$ cat src/hdl/sft_pkg.sv
// Purpose: Shared constants for the serial flash timing and power block.
// Assumes: Core clock of 40 MHz; all timed figures except the two maxima are converted to core cycles here.
// Notes: Pin inputs pass two flip-flops and one edge stage, so timed counts are trimmed
//        by that latency to keep every completion inside its documented maximum.
package sft_pkg;
   localparam int CLK_MHZ = 40;
   localparam int SYNC_LAT = 3;
   localparam int TW = 21;

   // Times as printed, microseconds unless the name says otherwise.
   localparam int T_LOCK_US = 100;
   localparam int T_EUDPD_US = 4;
   localparam int T_XUDPD_US = 180;
   localparam int T_EDPD_US = 2;
   localparam int T_RDPD_US = 35;
   localparam int T_XFR_US = 200;
   localparam int T_OTPP_TYP_US = 200;
   localparam int T_OTPP_MAX_US = 500;
   localparam int T_EP_TYP_MS = 17;
   localparam int T_EP_MAX_MS = 35;
   localparam int T_WP_US = 1;

   localparam int LOCK_CYC = T_LOCK_US * CLK_MHZ - SYNC_LAT;
   localparam int EUDPD_CYC = T_EUDPD_US * CLK_MHZ - SYNC_LAT;
   localparam int XUDPD_CYC = T_XUDPD_US * CLK_MHZ - SYNC_LAT;
   localparam int EDPD_CYC = T_EDPD_US * CLK_MHZ - SYNC_LAT;
   localparam int RDPD_CYC = T_RDPD_US * CLK_MHZ - SYNC_LAT;
   localparam int XFR_CYC = T_XFR_US * CLK_MHZ - SYNC_LAT;
   localparam int OTPP_CYC = T_OTPP_TYP_US * CLK_MHZ - SYNC_LAT;
   localparam int EP_CYC = T_EP_TYP_MS * 1000 * CLK_MHZ - SYNC_LAT;
   localparam int WP_CYC = T_WP_US * CLK_MHZ - SYNC_LAT;

   // Command codes.
   localparam logic [7:0] OPC_LOCK = 8'h7F;
   localparam logic [7:0] OPC_UDPD = 8'h79;
   localparam logic [7:0] OPC_DPD = 8'hB9;
   localparam logic [7:0] OPC_RESUME = 8'hAB;
   localparam logic [7:0] OPC_XFR = 8'h53;
   localparam logic [7:0] OPC_COMP = 8'h60;
   localparam logic [7:0] OPC_EP = 8'h82;
   localparam logic [7:0] OPC_OTPP = 8'h9B;
   localparam logic [7:0] OPC_STATUS = 8'hD7;

   // Status byte fields.
   localparam int ST_READY = 7;
   localparam int ST_PROT = 1;
   localparam int ST_MODE3 = 0;

   typedef enum logic [1:0] {
      SFT_PWR_ACT = 2'b00,
      SFT_PWR_DPD = 2'b01,
      SFT_PWR_UDPD = 2'b10
   } sft_pwr_e;

   typedef enum logic [2:0] {
      SFT_OP_NONE = 3'b000,
      SFT_OP_LOCK = 3'b001,
      SFT_OP_UDPD = 3'b010,
      SFT_OP_DPD = 3'b011,
      SFT_OP_WAKE = 3'b100,
      SFT_OP_ARRAY = 3'b101
   } sft_op_e;
endpackage

$ cat src/hdl/sft_tmr_if.sv
// Purpose: Carries the start request and status of the operation timer.
// Assumes: One timed operation at a time.
// Notes: done is a one-cycle pulse in the last busy cycle.
`timescale 1ns/1ps
`default_nettype none
interface sft_tmr_if;
   logic start;
   logic [sft_pkg::TW-1:0] load;
   logic busy;
   logic done;
   modport ctl (output start, output load, input busy, input done);
   modport tmr (input start, input load, output busy, output done);
endinterface
`default_nettype wire

$ cat src/hdl/sft_spi_timing.sv
// Purpose: Device side of the serial flash link: command capture, status output,
//          power-down states and timed internal operations.
// Assumes: Link pins are asynchronous and sampled by the 40 MHz core clock.
// Notes: Only the status read drives data out; array contents are not modelled.
`timescale 1ns/1ps
`default_nettype none
// What this block does
// - Lockdown freeze completes within 100 us after chip select rises.
// - Ultra-deep power-down is entered within 4 us after chip select rises.
// - Chip select low wakes ultra-deep power-down; ready within 180 us.
// - Deep power-down entered within 2 us; resume completes within 35 us.
// - Page-to-buffer transfer and compare each complete within 200 us.
// - Protection turns on within 1 us of write-protect falling.
// - Protection turns off within 1 us of write-protect rising.
// - Erase-and-program of a page takes typically 17 ms, at most 35 ms.
// - Security register programming takes typically 200 us, at most 500 us.
// - Device launches output on falling clock edges, captures input on rising.
// - Clock level at chip select fall selects mode 0 or mode 3.
// - Output bit is valid while the clock is still low.
module sft_spi_timing #(
   parameter int EP_CYCLES = sft_pkg::EP_CYC,
   parameter int XUDPD_CYCLES = sft_pkg::XUDPD_CYC,
   parameter int XFR_CYCLES = sft_pkg::XFR_CYC,
   parameter int OTPP_CYCLES = sft_pkg::OTPP_CYC
) (
   input wire logic mclk_i,
   input wire logic rst_i,
   input wire logic sck_i,
   input wire logic cs_n_i,
   input wire logic si_i,
   input wire logic wp_n_i,
   output logic so_o,
   output logic so_oe_o,
   output logic busy_o,
   output logic prot_o,
   output logic lock_frozen_o,
   output logic mode3_o,
   output sft_pkg::sft_pwr_e pwr_o
);
   import sft_pkg::*;

   localparam int A_UDPD_MAX = EUDPD_CYC + 1;
   localparam int A_DPD_MAX = EDPD_CYC + 1;
   localparam int A_WAKE_MAX = RDPD_CYC + 1;

   logic sck_s1, sck_s2, sck_q3;
   logic cs_s1, cs_s2, cs_q3;
   logic si_s1, si_s2;
   logic wp_s1, wp_s2;
   logic sck_rise, sck_fall, cs_fall, cs_rise;
   logic [2:0] bit_cnt_q;
   logic [6:0] sh_q;
   logic [7:0] opc_q;
   logic opc_ok_q;
   logic mode3_q;
   logic [2:0] out_idx_q;
   logic so_q;
   logic prot_q;
   logic lock_frozen_q;
   sft_pwr_e pwr_q;
   sft_op_e op_q;
   sft_op_e start_op;
   logic [TW-1:0] start_len;
   logic [7:0] status;
   logic stat_rd;
   logic [TW-1:0] resume_cnt_q;

   sft_tmr_if tmr ();

   sft_timer u_timer (
      .mclk_i(mclk_i),
      .rst_i(rst_i),
      .t(tmr.tmr)
   );

   // Two-stage synchronisers; the third stage only feeds edge detection.
   always_ff @(posedge mclk_i) begin
      if (rst_i) begin
         {sck_s1, sck_s2, sck_q3} <= 3'h0;
         {cs_s1, cs_s2, cs_q3} <= 3'h7;
         {si_s1, si_s2} <= 2'h0;
         {wp_s1, wp_s2} <= 2'h3;
      end else begin
         {sck_s1, sck_s2, sck_q3} <= {sck_i, sck_s1, sck_s2};
         {cs_s1, cs_s2, cs_q3} <= {cs_n_i, cs_s1, cs_s2};
         {si_s1, si_s2} <= {si_i, si_s1};
         {wp_s1, wp_s2} <= {wp_n_i, wp_s1};
      end
   end

   assign sck_rise = sck_s2 & ~sck_q3 & ~cs_s2;
   assign sck_fall = ~sck_s2 & sck_q3 & ~cs_s2;
   assign cs_fall = ~cs_s2 & cs_q3;
   assign cs_rise = cs_s2 & ~cs_q3;

   // Idle clock level at select time picks the mode; both are accepted.
   always_ff @(posedge mclk_i) begin
      if (rst_i) begin
         mode3_q <= 1'b0;
      end else if (cs_fall) begin
         mode3_q <= sck_s2;
      end
   end

   // Input bits are taken on rising clock edges only.
   always_ff @(posedge mclk_i) begin
      if (rst_i) begin
         bit_cnt_q <= 3'h0;
         sh_q <= 7'h00;
         opc_q <= 8'h00;
         opc_ok_q <= 1'b0;
      end else if (cs_fall) begin
         bit_cnt_q <= 3'h0;
         opc_ok_q <= 1'b0;
      end else if (sck_rise) begin
         sh_q <= {sh_q[5:0], si_s2};
         bit_cnt_q <= bit_cnt_q + 3'h1;
         if (bit_cnt_q == 3'h7 && !opc_ok_q) begin
            opc_q <= {sh_q, si_s2};
            opc_ok_q <= 1'b1;
         end
      end
   end

   assign status = {~busy_o, 5'h00, prot_q, mode3_q};
   assign stat_rd = opc_ok_q && opc_q == OPC_STATUS && pwr_q == SFT_PWR_ACT;

   // Output bits change on falling edges, so each is valid across the following
   // low phase; a mode 3 select sees its first falling edge before any opcode and
   // therefore shifts nothing out there.
   always_ff @(posedge mclk_i) begin
      if (rst_i) begin
         out_idx_q <= 3'h7;
         so_q <= 1'b0;
      end else if (cs_fall) begin
         out_idx_q <= 3'h7;
      end else if (sck_fall && stat_rd) begin
         so_q <= status[out_idx_q];
         out_idx_q <= out_idx_q - 3'h1;
      end
   end

   assign so_o = so_q;
   assign so_oe_o = ~cs_s2 & stat_rd;

   // Protection follows the synchronised pin within a few cycles, far inside 1 us.
   always_ff @(posedge mclk_i) begin
      if (rst_i) begin
         prot_q <= 1'b0;
      end else begin
         prot_q <= ~wp_s2;
      end
   end

   // Decode a whole-byte command at deselect into a timed operation.
   always_comb begin
      start_op = SFT_OP_NONE;
      start_len = '0;
      if (tmr.busy) begin
         start_op = SFT_OP_NONE;
      end else if (pwr_q == SFT_PWR_UDPD && cs_fall) begin
         start_op = SFT_OP_WAKE;
         start_len = TW'(XUDPD_CYCLES);
      end else if (cs_rise && opc_ok_q && bit_cnt_q == 3'h0) begin
         if (pwr_q == SFT_PWR_DPD) begin
            if (opc_q == OPC_RESUME) begin
               start_op = SFT_OP_WAKE;
               start_len = TW'(RDPD_CYC);
            end
         end else if (pwr_q == SFT_PWR_ACT) begin
            case (opc_q)
               OPC_LOCK: begin
                  start_op = SFT_OP_LOCK;
                  start_len = TW'(LOCK_CYC);
               end
               OPC_UDPD: begin
                  start_op = SFT_OP_UDPD;
                  start_len = TW'(EUDPD_CYC);
               end
               OPC_DPD: begin
                  start_op = SFT_OP_DPD;
                  start_len = TW'(EDPD_CYC);
               end
               OPC_XFR, OPC_COMP: begin
                  start_op = SFT_OP_ARRAY;
                  start_len = TW'(XFR_CYCLES);
               end
               OPC_EP: begin
                  start_op = SFT_OP_ARRAY;
                  start_len = TW'(EP_CYCLES);
               end
               OPC_OTPP: begin
                  start_op = SFT_OP_ARRAY;
                  start_len = TW'(OTPP_CYCLES);
               end
               default: begin
                  start_op = SFT_OP_NONE;
               end
            endcase
         end
      end
   end

   assign tmr.start = (start_op != SFT_OP_NONE);
   assign tmr.load = start_len;

   always_ff @(posedge mclk_i) begin
      if (rst_i) begin
         op_q <= SFT_OP_NONE;
      end else if (tmr.start) begin
         op_q <= start_op;
      end else if (tmr.done) begin
         op_q <= SFT_OP_NONE;
      end
   end

   // Power state and lockdown change only when their timed operation ends.
   always_ff @(posedge mclk_i) begin
      if (rst_i) begin
         pwr_q <= SFT_PWR_ACT;
         lock_frozen_q <= 1'b0;
      end else if (tmr.done) begin
         case (op_q)
            SFT_OP_LOCK: lock_frozen_q <= 1'b1;
            SFT_OP_UDPD: pwr_q <= SFT_PWR_UDPD;
            SFT_OP_DPD: pwr_q <= SFT_PWR_DPD;
            SFT_OP_WAKE: pwr_q <= SFT_PWR_ACT;
            default: pwr_q <= pwr_q;
         endcase
      end
   end

   assign busy_o = tmr.busy;
   assign prot_o = prot_q;
   assign lock_frozen_o = lock_frozen_q;
   assign mode3_o = mode3_q;
   assign pwr_o = pwr_q;

   // Cycles since a resume started. The resume is longer than a delay range may
   // reach, so its bound is checked on this counter instead.
   always_ff @(posedge mclk_i) begin
      if (rst_i) begin
         resume_cnt_q <= '0;
      end else if (tmr.start && pwr_q == SFT_PWR_DPD) begin
         resume_cnt_q <= TW'(1);
      end else if (pwr_q == SFT_PWR_ACT) begin
         resume_cnt_q <= '0;
      end else if (resume_cnt_q != '0) begin
         resume_cnt_q <= resume_cnt_q + 1'b1;
      end
   end
endmodule
`default_nettype wire

$ cat src/hdl/sft_timer.sv
// Purpose: Down-counter that times one internal operation.
// Assumes: start is only raised while the counter is idle.
// Notes: A load of N keeps busy high for exactly N cycles.
`timescale 1ns/1ps
`default_nettype none
module sft_timer (
   input wire logic mclk_i,
   input wire logic rst_i,
   sft_tmr_if.tmr t
);
   import sft_pkg::*;

   logic [TW-1:0] cnt_q;
   logic [TW-1:0] run_q;
   logic [TW-1:0] len_q;

   always_ff @(posedge mclk_i) begin
      if (rst_i) begin
         cnt_q <= '0;
      end else if (t.start) begin
         cnt_q <= t.load;
      end else if (cnt_q != '0) begin
         cnt_q <= cnt_q - 1'b1;
      end
   end

   assign t.busy = (cnt_q != '0);
   assign t.done = (cnt_q == TW'(1));

   // Helper logic read only by the checks below.
   always_ff @(posedge mclk_i) begin
      if (rst_i) begin
         run_q <= '0;
         len_q <= '0;
      end else if (t.start) begin
         run_q <= TW'(1);
         len_q <= t.load;
      end else if (t.busy) begin
         run_q <= run_q + 1'b1;
      end
   end
endmodule
`default_nettype wire

$ cat config.mk
export PLATFORM = sky130hd
export DESIGN_NAME = sft_spi_timing
export DESIGN_NICKNAME = d
export VERILOG_FILES = /design/src/hdl/sft_pkg.sv /design/src/hdl/sft_tmr_if.sv /design/src/hdl/sft_spi_timing.sv /design/src/hdl/sft_timer.sv
export SDC_FILE = /design/constraint.sdc
export NUM_CORES = 1
export LEC_CHECK = 0
export BUFFER_PORTS_ARGS = -buffer_cell sky130_fd_sc_hd__buf_2
export CORE_ASPECT_RATIO = 1.2
export CORE_MARGIN = 3
export CORE_UTILIZATION = 55
export DETAILED_ROUTE_END_ITERATION = 10
export MAX_ROUTING_LAYER = met4
export PLACE_DENSITY = 0.8
export SYNTH_ARGS = -nofsm -noshare
export SYNTH_HDL_FRONTEND = slang
export SYNTH_SLANG_ARGS = --single-unit
$ cat constraint.sdc
create_clock -name mclk_i -period 6.9 [get_ports mclk_i]
set_clock_uncertainty 0.15 [all_clocks]
set_input_delay 0.69 -clock mclk_i [delete_from_list [all_inputs] [get_ports mclk_i]]
set_output_delay 0.69 -clock mclk_i [all_outputs]
set_load 0.05 [all_outputs]
==> results of run 1 <==
==> area by class of cell <==
| cell class | instances | area [sq um] |
|---|---|---|
| clock buffer | 10 | 128 |
| tap | 62 | 77.6 |
| fill | 467 | 1990 |
| multi-input combinational | 282 | 1820 |
| clock inverter | 6 | 86.3 |
| timing repair buffer | 13 | 65.1 |
| sequential | 62 | 1240 |
| inverter | 10 | 37.5 |
==> worst max-delay path: cells and delay by family (launching register included) <==
family | cells | cell delay (ns)
DFF | 1 | 0.38
and+or+nand+nor | 3 | 1.05
buffers and inverters | 1 | 0.25
==> worst max path at each step <==
stage / to / slack, ns / cells past startpoint
floorplan: so_oe_o / 4.28 / 4
global placement: op_q[0] / 4.33 / 6
detailed placement: opc_q[5] / 4.25 / 5
CTS: busy_o / 4.02 / 4
global route: busy_o / 3.86 / 7
finish: busy_o / 4.02 / 4
==> sequential cells by signal (all words and copies together) (netlist names), 2 cells and up <==
register / cells
sh_q: 7
op_q: 3
pwr_o: 2
out_idx_q: 3
bit_cnt_q: 3
u_timer.cnt_q: 21
opc_q: 8
==> metrics by stage <==
| stage | instance area (sq um) | hold slack (ns) | std cells |
|---|---|---|---|
| final | 3460 | 0.236 | 445 |
| after global routing | 3460 | 0.243 | 445 |
| after CTS | 3460 | 0.236 | 445 |
| after detailed placement | 3240 | 0.225 | 429 |
| after global placement | 3240 | 0.220 | 429 |
| after floorplan | 3180 | 0.218 | 373 |
==> Yosys cell counts (3+ instances only) <==
master,instances
nand2b_1,8
or4_4,3
nand4_1,3
xor2_1,4
nor2b_1,7
nand3b_1,3
nand4b_1,5
or4_1,4
nor3_1,21
a21oi_1,29
inv_1,10
o21ai_0,5
nand3_1,6
or3_1,3
buf_2,6
nor4bb_1,3
a211oi_1,4
a21o_1,4
ha_1,6
clkbuf_1,11
nor4_1,7
and2_1,3
dfxtp_1,62
or2_2,7
nand2_1,39
a211o_1,3
mux2i_1,10
nor2_1,40
xnor2_1,16
==> where the power goes <==
| part | switching [mW] | total (mW) | internal (mW) |
|---|---|---|---|
| Combinational | 0.296 | 0.512 | 0.216 |
| Sequential | 0.0617 | 0.476 | 0.414 |
| Clock | 0.152 | 0.354 | 0.203 |
| Total | 0.510 | 1.34 | 0.833 |
==> metal layers <==
layer,track usage,vias to the layer above
met3,0.0607,18
met1,0.269,1270
met4,0.124,0
met2,0.349,58
met5,-,-
li1,-,1338
==> logic make-up after synthesis <==
kind of cell	Yosys count
buffers and inverters	29
AOI/OAI and AO/OA	66
and+or+nand+nor	180
adders and majority gates	6
muxes	10
DFF	62
xor gates and xnor gates	20
==> reports/metrics.csv, run 1 <==
metric;value;unit
outcome;complete, no violations;
CP Cell Sequence;or4_4 > nor3_4 > nand3_1 > buf_2;
vias in the first global route;2471;
simple-gate share of the synthesized area;0.320;
Routed Antenna Nets;0;
Pwr Total;1.34;mW
adder-cell share of the synthesized area;0.0236;
Worst Path Required;6.06;ns
CP Class;reg -> out;
Final WS setup;4.02;ns
Row Count;29;
distinct cell type count of the synthesized netlist;62;
mux contribution to synthesized area;0.0314;
Vias/cell;6.03;
CTS max path bufs;2;
most common cell after layout, fill and taps aside;dfxtp_1;
post-synthesis sequential area ratio;0.390;
wirelength, routed;6.75;mm
R2R cell count;5;
beginning of the worst hold path;wp_s2;
crit path max fanout;8;
syn_nets;385;
share of flip-flops with an asynchronous set or reset;0;
Pre-antenna DRT Iters;4;
DR WL/cell;15.2;um
crit path DAT;2.04;ns
Hold Crit Depth;1;
Post-synth EDFFs;0;
pin count of the biggest net entering global routing;59;
Clock Latency Late Sink;0.36;ns
Post-Syn Instances;373;
TritonCTS Buffers;9;
Synth Cell Area;3180;sq um
Max Clk Rate;347;MHz
# clock sinks;62;
slowest cell delay on critical path;0.60;ns
drt drc;0;
area leader, netlist;dfxtp_1;
setup violators final;0;
die width;75.4;um
maxcap violations;0;
htree depth;3;
wire length on met2;3.25;mm
area grow syn2layout;8.61;%
top cell type's share of synthesized area;0.390;
syn_area_per_cell;8.53;sq um
Core ar.;5440;sq um
clock-pin slew on the worst setup and hold paths;0.07;ns
total die area;6740;sq um
routability congestion estimate;0.925;
Top FF cell, synth;dfxtp_1;
wl on met1;3.04;mm
max layer used;met4;
post-CTS setup buffer count;0;
complex-gate fraction of the synthesized area;0.143;
Setup TNS;0;ns
#FFs+latches synth;62;
Final period util;0.417;
leak pwr;1.32;nW
CP max-delay cell;or4_4;
Total GRT Usage;0.228;
Setup crit end kind;primary output;
CTS Hold Buffers Added;0;
Initial Util;0.585;
antenna violations before repair;0;
largest family of logic cells by synthesized area;simple AND/OR/NAND/NOR gates;
dpl hpwl;4.73;mm
met3 WL post-DR;272;um
IO Pins;14;
post-CTS sizing;0;
Startpoint Class;register;
r2r startpoint;cs_s2;
Max IR drop VDD;204;uV
worst min-delay path category;reg -> reg;
post-route minimum period;2.88;ns
via total after detailed routing;2684;
total congestion overflow;0;
Hold Path Sink;prot_o;
number of port buffers;13;
Fin. Hold Viols;0;
share of layout cells above drive strength 1;0.133;
most frequent cells in the layout;dfxtp_1 (62), nor2_1 (40), nand2_1 (39), a21oi_1 (29), nor3_1 (21);
R2R setup slack;4.22;ns
FF-to-FF End;opc_q[5];
Post-Place Setup Slack;4.25;ns
xor and xnor area share after synthesis;0.0550;
worst slew pin tran;1.08;ns
DRT iter0 DRCs;137;
Slew HR;0.274;
Root Buffer;clkbuf_8;
Die Span Y;89.3;um
PwrDens;388;nW/um^2
first-pass GRT wire length;11.3;mm
largest cells by area after synthesis;dfxtp_1 (39%), nor2_1 (4.7%), nand2_1 (4.6%);
crit path from;u_timer.cnt_q[3];
Layout Utilization;0.635;
Synthesis Warnings;0;
CTS tree;built;
RSZ-0062 raised after global routing;false;
Diodes inserted;0;
Layout Nets;390;
count of pins over their slew limit;0;
No activity file was read; power rests on OpenSTA's default activity.
==> inputs of run 2 (changes only) <==
Settings changed: PLACE_DENSITY 0.8 to 0.83.
Clock period 6.9 ns to 2.4 ns, I/O delays scaled along.
==> reports/metrics.csv, run 2 (synthesis results as in run 1) <==
metric;value;unit
slowest cell delay on critical path;0.57;ns
leak pwr;1.47;nW
Finished Layout Cells;473;
Max Clk Rate;427;MHz
largest registers;u_timer.cnt_q x21, opc_q x8, sh_q x7;
drt drc;0;
crit path DAT;2.40;ns
critical path's top delay family;simple AND/OR/NAND/NOR gates;
first-pass GRT wire length;12.3;mm
Setup crit end kind;register;
total die area;6740;sq um
max reg flops;21;
CP Class;reg -> reg;
P_sw;1.51;mW
Diodes inserted;0;
count of pins over their slew limit;0;
number of port buffers;13;
R2R setup slack;0.06;ns
Pre-antenna DRT Iters;5;
post-route minimum period;2.34;ns
Initial Util;0.585;
Layout Nets;419;
Pwr Total;4.07;mW
register with the most flip-flops;u_timer.cnt_q;
outcome;complete, no violations;
TritonCTS Buffers;9;
die width;75.4;um
P_int;2.56;mW
Slew HR;0.490;
PwrDens;1090;nW/um^2
Root Buffer;clkbuf_8;
sequential share of power;0.331;
Vias/cell;6.02;
CTS max path bufs;2;
WP buf/inv;0;
IO Pins;14;
clock share of power;0.241;
vias in the first global route;2712;
pin count of the biggest net entering global routing;43;
CTS tree;built;
net switching share of the total power;0.372;
maxcap violations;0;
Max IR drop VDD;622;uV
DR WL/cell;15.6;um
share of layout cells above drive strength 1;0.209;
Placed Cells;454;
Routed Antenna Nets;0;
Row Count;29;
Startpoint Class;register;
Comb power frac;0.428;
CP max-delay cell;or4_4;
most common cell after layout, fill and taps aside;dfxtp_1;
area grow syn2layout;17.0;%
routability congestion estimate;0.913;
wirelength, routed;7.38;mm
Core ar.;5440;sq um
total congestion overflow;0;
Final period util;0.976;
setup violators final;0;
CP most frequent cell;or4_4;
Die Span Y;89.3;um
crit path max fanout;5;
RSZ-0062 raised after global routing;true;
CP Cell Sequence;or4_4 > nor3_4 > nand3_4 > or4_4 > nor2_2 > a211oi_2;
DRT iter0 DRCs;206;
htree depth;3;
Worst Path Required;2.46;ns
Clock Latency Late Sink;0.35;ns
worst min-delay path category;reg -> reg;
Fin. Hold Viols;0;
most frequent cells in the layout;dfxtp_1 (58), nand2_1 (39), nor2_1 (37), a21oi_1 (28), buf_4 (25);
# clock sinks;62;
via total after detailed routing;2847;
post-CTS setup buffer count;0;
Total GRT Usage;0.245;
dpl hpwl;5.00;mm
worst slew pin tran;0.765;ns
clock-pin slew on the worst setup and hold paths;0.07;ns
antenna violations before repair;0;
## run 2: worst register-to-register path: cells and delay by family (launching register included)
kind             cells  cell delay, ns
flip-flops           1            0.35
AO/OA/AOI/OAI        1            0.05
AND/OR/NAND/NOR      5            1.66
## run 2: metrics by stage
stage	instance area (sq um)	worst slack [ns]	hold WS, ns	setup TNS (ns)	util
3_3_place_gp	3430	0.0712	0.219	0	0.630
3_5_place_dp	3430	0.0344	0.221	0	0.630
2_1_floorplan	3180	0.0789	0.194	0	-
5_1_grt	3720	-0.0578	0.245	-0.221	0.684
6_report	3720	0.0564	0.230	0	0.684
4_1_cts	3680	0.0118	0.232	0	0.676
## run 2: path summary, 6_finish.rpt
check / start / endpoint / cells past startpoint
setup / recovery: u_timer.cnt_q[4] / u_timer.cnt_q[4] / 6
hold / removal: wp_s2 / prot_o / 1
hold reg to reg: wp_s2 / prot_o / 1
setup reg to reg: u_timer.cnt_q[4] / u_timer.cnt_q[4] / 6
## run 2: timing repair
action,4_1_cts,5_1_grt
pin swaps,0,1
resized for setup,1,17
setup endpoints to repair,1,15
hold endpoints to repair,4,0
hold buffers,4,0
## run 2: layout make-up
class,count,area (sq um)
multi-input combinational,282,1860
fill,423,1720
sequential,62,1250
timing repair buffer,42,299
clock buffer,11,131
tap,62,77.6
clock inverter,4,72.6
inverter,10,37.5
## run 2: routing by layer
metal | share of wire | global-route usage
met4 | 0.025 | 0.100
met2 | 0.50 | 0.405
met5 | 0 | -
met1 | 0.43 | 0.287
met3 | 0.046 | 0.0506
## run 2: power groups by stage
stage	combinational, mW	sequential [mW]	clock (mW)
global placement	1.57	1.36	0
CTS	1.64	1.34	0.990
floorplan	1.23	1.35	0
global route	1.92	1.37	1.03
detailed placement	1.60	1.37	0
finish	1.74	1.35	0.980
==> inputs of run 3 (changes only) <==
Settings changed: PLACE_DENSITY 0.83 to 0.8.
Clock period 2.4 ns to 2.7 ns, I/O delays scaled along.
==> reports/metrics.csv, run 3 (synthesis results as in run 1) <==
metric;value;unit
CP max-delay cell;dfxtp_1;
setup violators final;0;
register with the most flip-flops;u_timer.cnt_q;
Max Clk Rate;411;MHz
post-route cell area;3540;sq um
crit path DAT;2.56;ns
antenna violations before repair;0;
Initial Util;0.585;
Row Count;29;
drt drc;0;
post-CTS setup buffer count;0;
maxcap violations;0;
count of pins over their slew limit;0;
Layout Utilization;0.651;
Max IR drop VDD;561;uV
CP Cell Sequence;nor4bb_1 > o21ai_0 > a211o_1 > a211oi_1 > buf_4 > o21bai_1 > a21oi_1;
via total after detailed routing;2689;
Final period util;0.902;
worst slew pin tran;0.626;ns
Routed Antenna Nets;0;
total congestion overflow;0;
Pre-antenna DRT Iters;4;
PwrDens;948;nW/um^2
post-route minimum period;2.43;ns
max reg flops;21;
Clock Latency Late Sink;0.35;ns
# clock sinks;62;
TritonCTS Buffers;9;
clock-pin slew on the worst setup and hold paths;0.07;ns
die width;75.4;um
CTS max path bufs;2;
vias in the first global route;2586;
htree depth;3;
DR WL/cell;15.0;um
Die Span Y;89.3;um
share of layout cells above drive strength 1;0.151;
Setup TNS;0;ns
slowest cell delay on critical path;0.57;ns
Diodes inserted;0;
RSZ-0062 raised after global routing;false;
area grow syn2layout;11.3;%
Vias/cell;5.86;
Startpoint Class;register;
Slew HR;0.583;
DRT iter0 DRCs;195;
worst min-delay path category;reg -> reg;
IO Pins;14;
first-pass GRT wire length;11.6;mm
Setup crit end kind;register;
total die area;6740;sq um
leak pwr;1.37;nW
Total GRT Usage;0.232;
Root Buffer;clkbuf_8;
pin count of the biggest net entering global routing;34;
Core ar.;5440;sq um
Worst Path Required;2.83;ns
Placed Area;3320;sq um
number of port buffers;13;
dpl hpwl;4.90;mm
most frequent cells in the layout;dfxtp_1 (61), nor2_1 (40), nand2_1 (39), a21oi_1 (29), nor3_1 (21);
wirelength, routed;6.89;mm
CP Class;reg -> reg;
outcome;complete, no violations;
Layout Nets;404;
most common cell after layout, fill and taps aside;dfxtp_1;
CTS tree;built;
routability congestion estimate;0.957;
crit path max fanout;11;
Fin. Hold Viols;0;
largest registers;u_timer.cnt_q x21, opc_q x8, sh_q x7;
run 3: through the flow:
stage | worst slack (ns) | std cells | power (mW) | hold WS, ns
final | 0.265 | 459 | 3.36 | 0.240
after global routing | 0.0298 | 459 | 3.58 | 0.243
after CTS | 0.236 | 459 | 3.35 | 0.240
after detailed placement | 0.260 | 439 | 2.56 | 0.229
after global placement | 0.343 | 439 | 2.55 | 0.220
after floorplan | 0.379 | 373 | 2.29 | 0.218
run 3: power breakdown:
group	internal, mW	switching, mW
sequential	1.06	0.154
combinational	0.597	0.763
clock	0.424	0.361
total	2.08	1.28
run 3: worst paths after layout:
check | startpoint | to | slack (ns) | depth (start not counted)
max | opc_q[1] | u_timer.cnt_q[13] | 0.27 | 7
min reg2reg | wp_s2 | prot_o | 0.24 | 1
min | wp_s2 | prot_o | 0.24 | 1
max reg2reg | opc_q[1] | u_timer.cnt_q[13] | 0.27 | 7
run 3: final cells by class:
type	instances	area, sq um
fill	454	1900
multi-input combinational	282	1820
sequential	62	1240
timing repair buffer	27	180
clock buffer	12	135
tap	62	77.6
clock inverter	4	47.5
inverter	10	37.5
run 3: what timing repair did:
| item | CTS | global route |
|---|---|---|
| endpoints found under the hold margin | 4 | 0 |
| setup endpoints to repair | 0 | 1 |
| hold buffers | 4 | 0 |
| resized for setup | 0 | 1 |
run 3: critical path: cells and delay by family (launching register included):
| kind | cells | cell delay [ns] |
|---|---|---|
| AO/OA/AOI/OAI | 5 | 1.17 |
| flip-flops | 1 | 0.57 |
| AND/OR/NAND/NOR | 1 | 0.31 |
| buffers and inverters | 1 | 0.17 |
run 3: routing by layer:
metal | vias to the layer above | track usage | share of wire
li1 | 1367 | - | -
met1 | 1239 | 0.276 | 0.45
met2 | 64 | 0.367 | 0.48
met3 | 19 | 0.0596 | 0.037
met4 | 0 | 0.102 | 0.028
met5 | - | - | 0
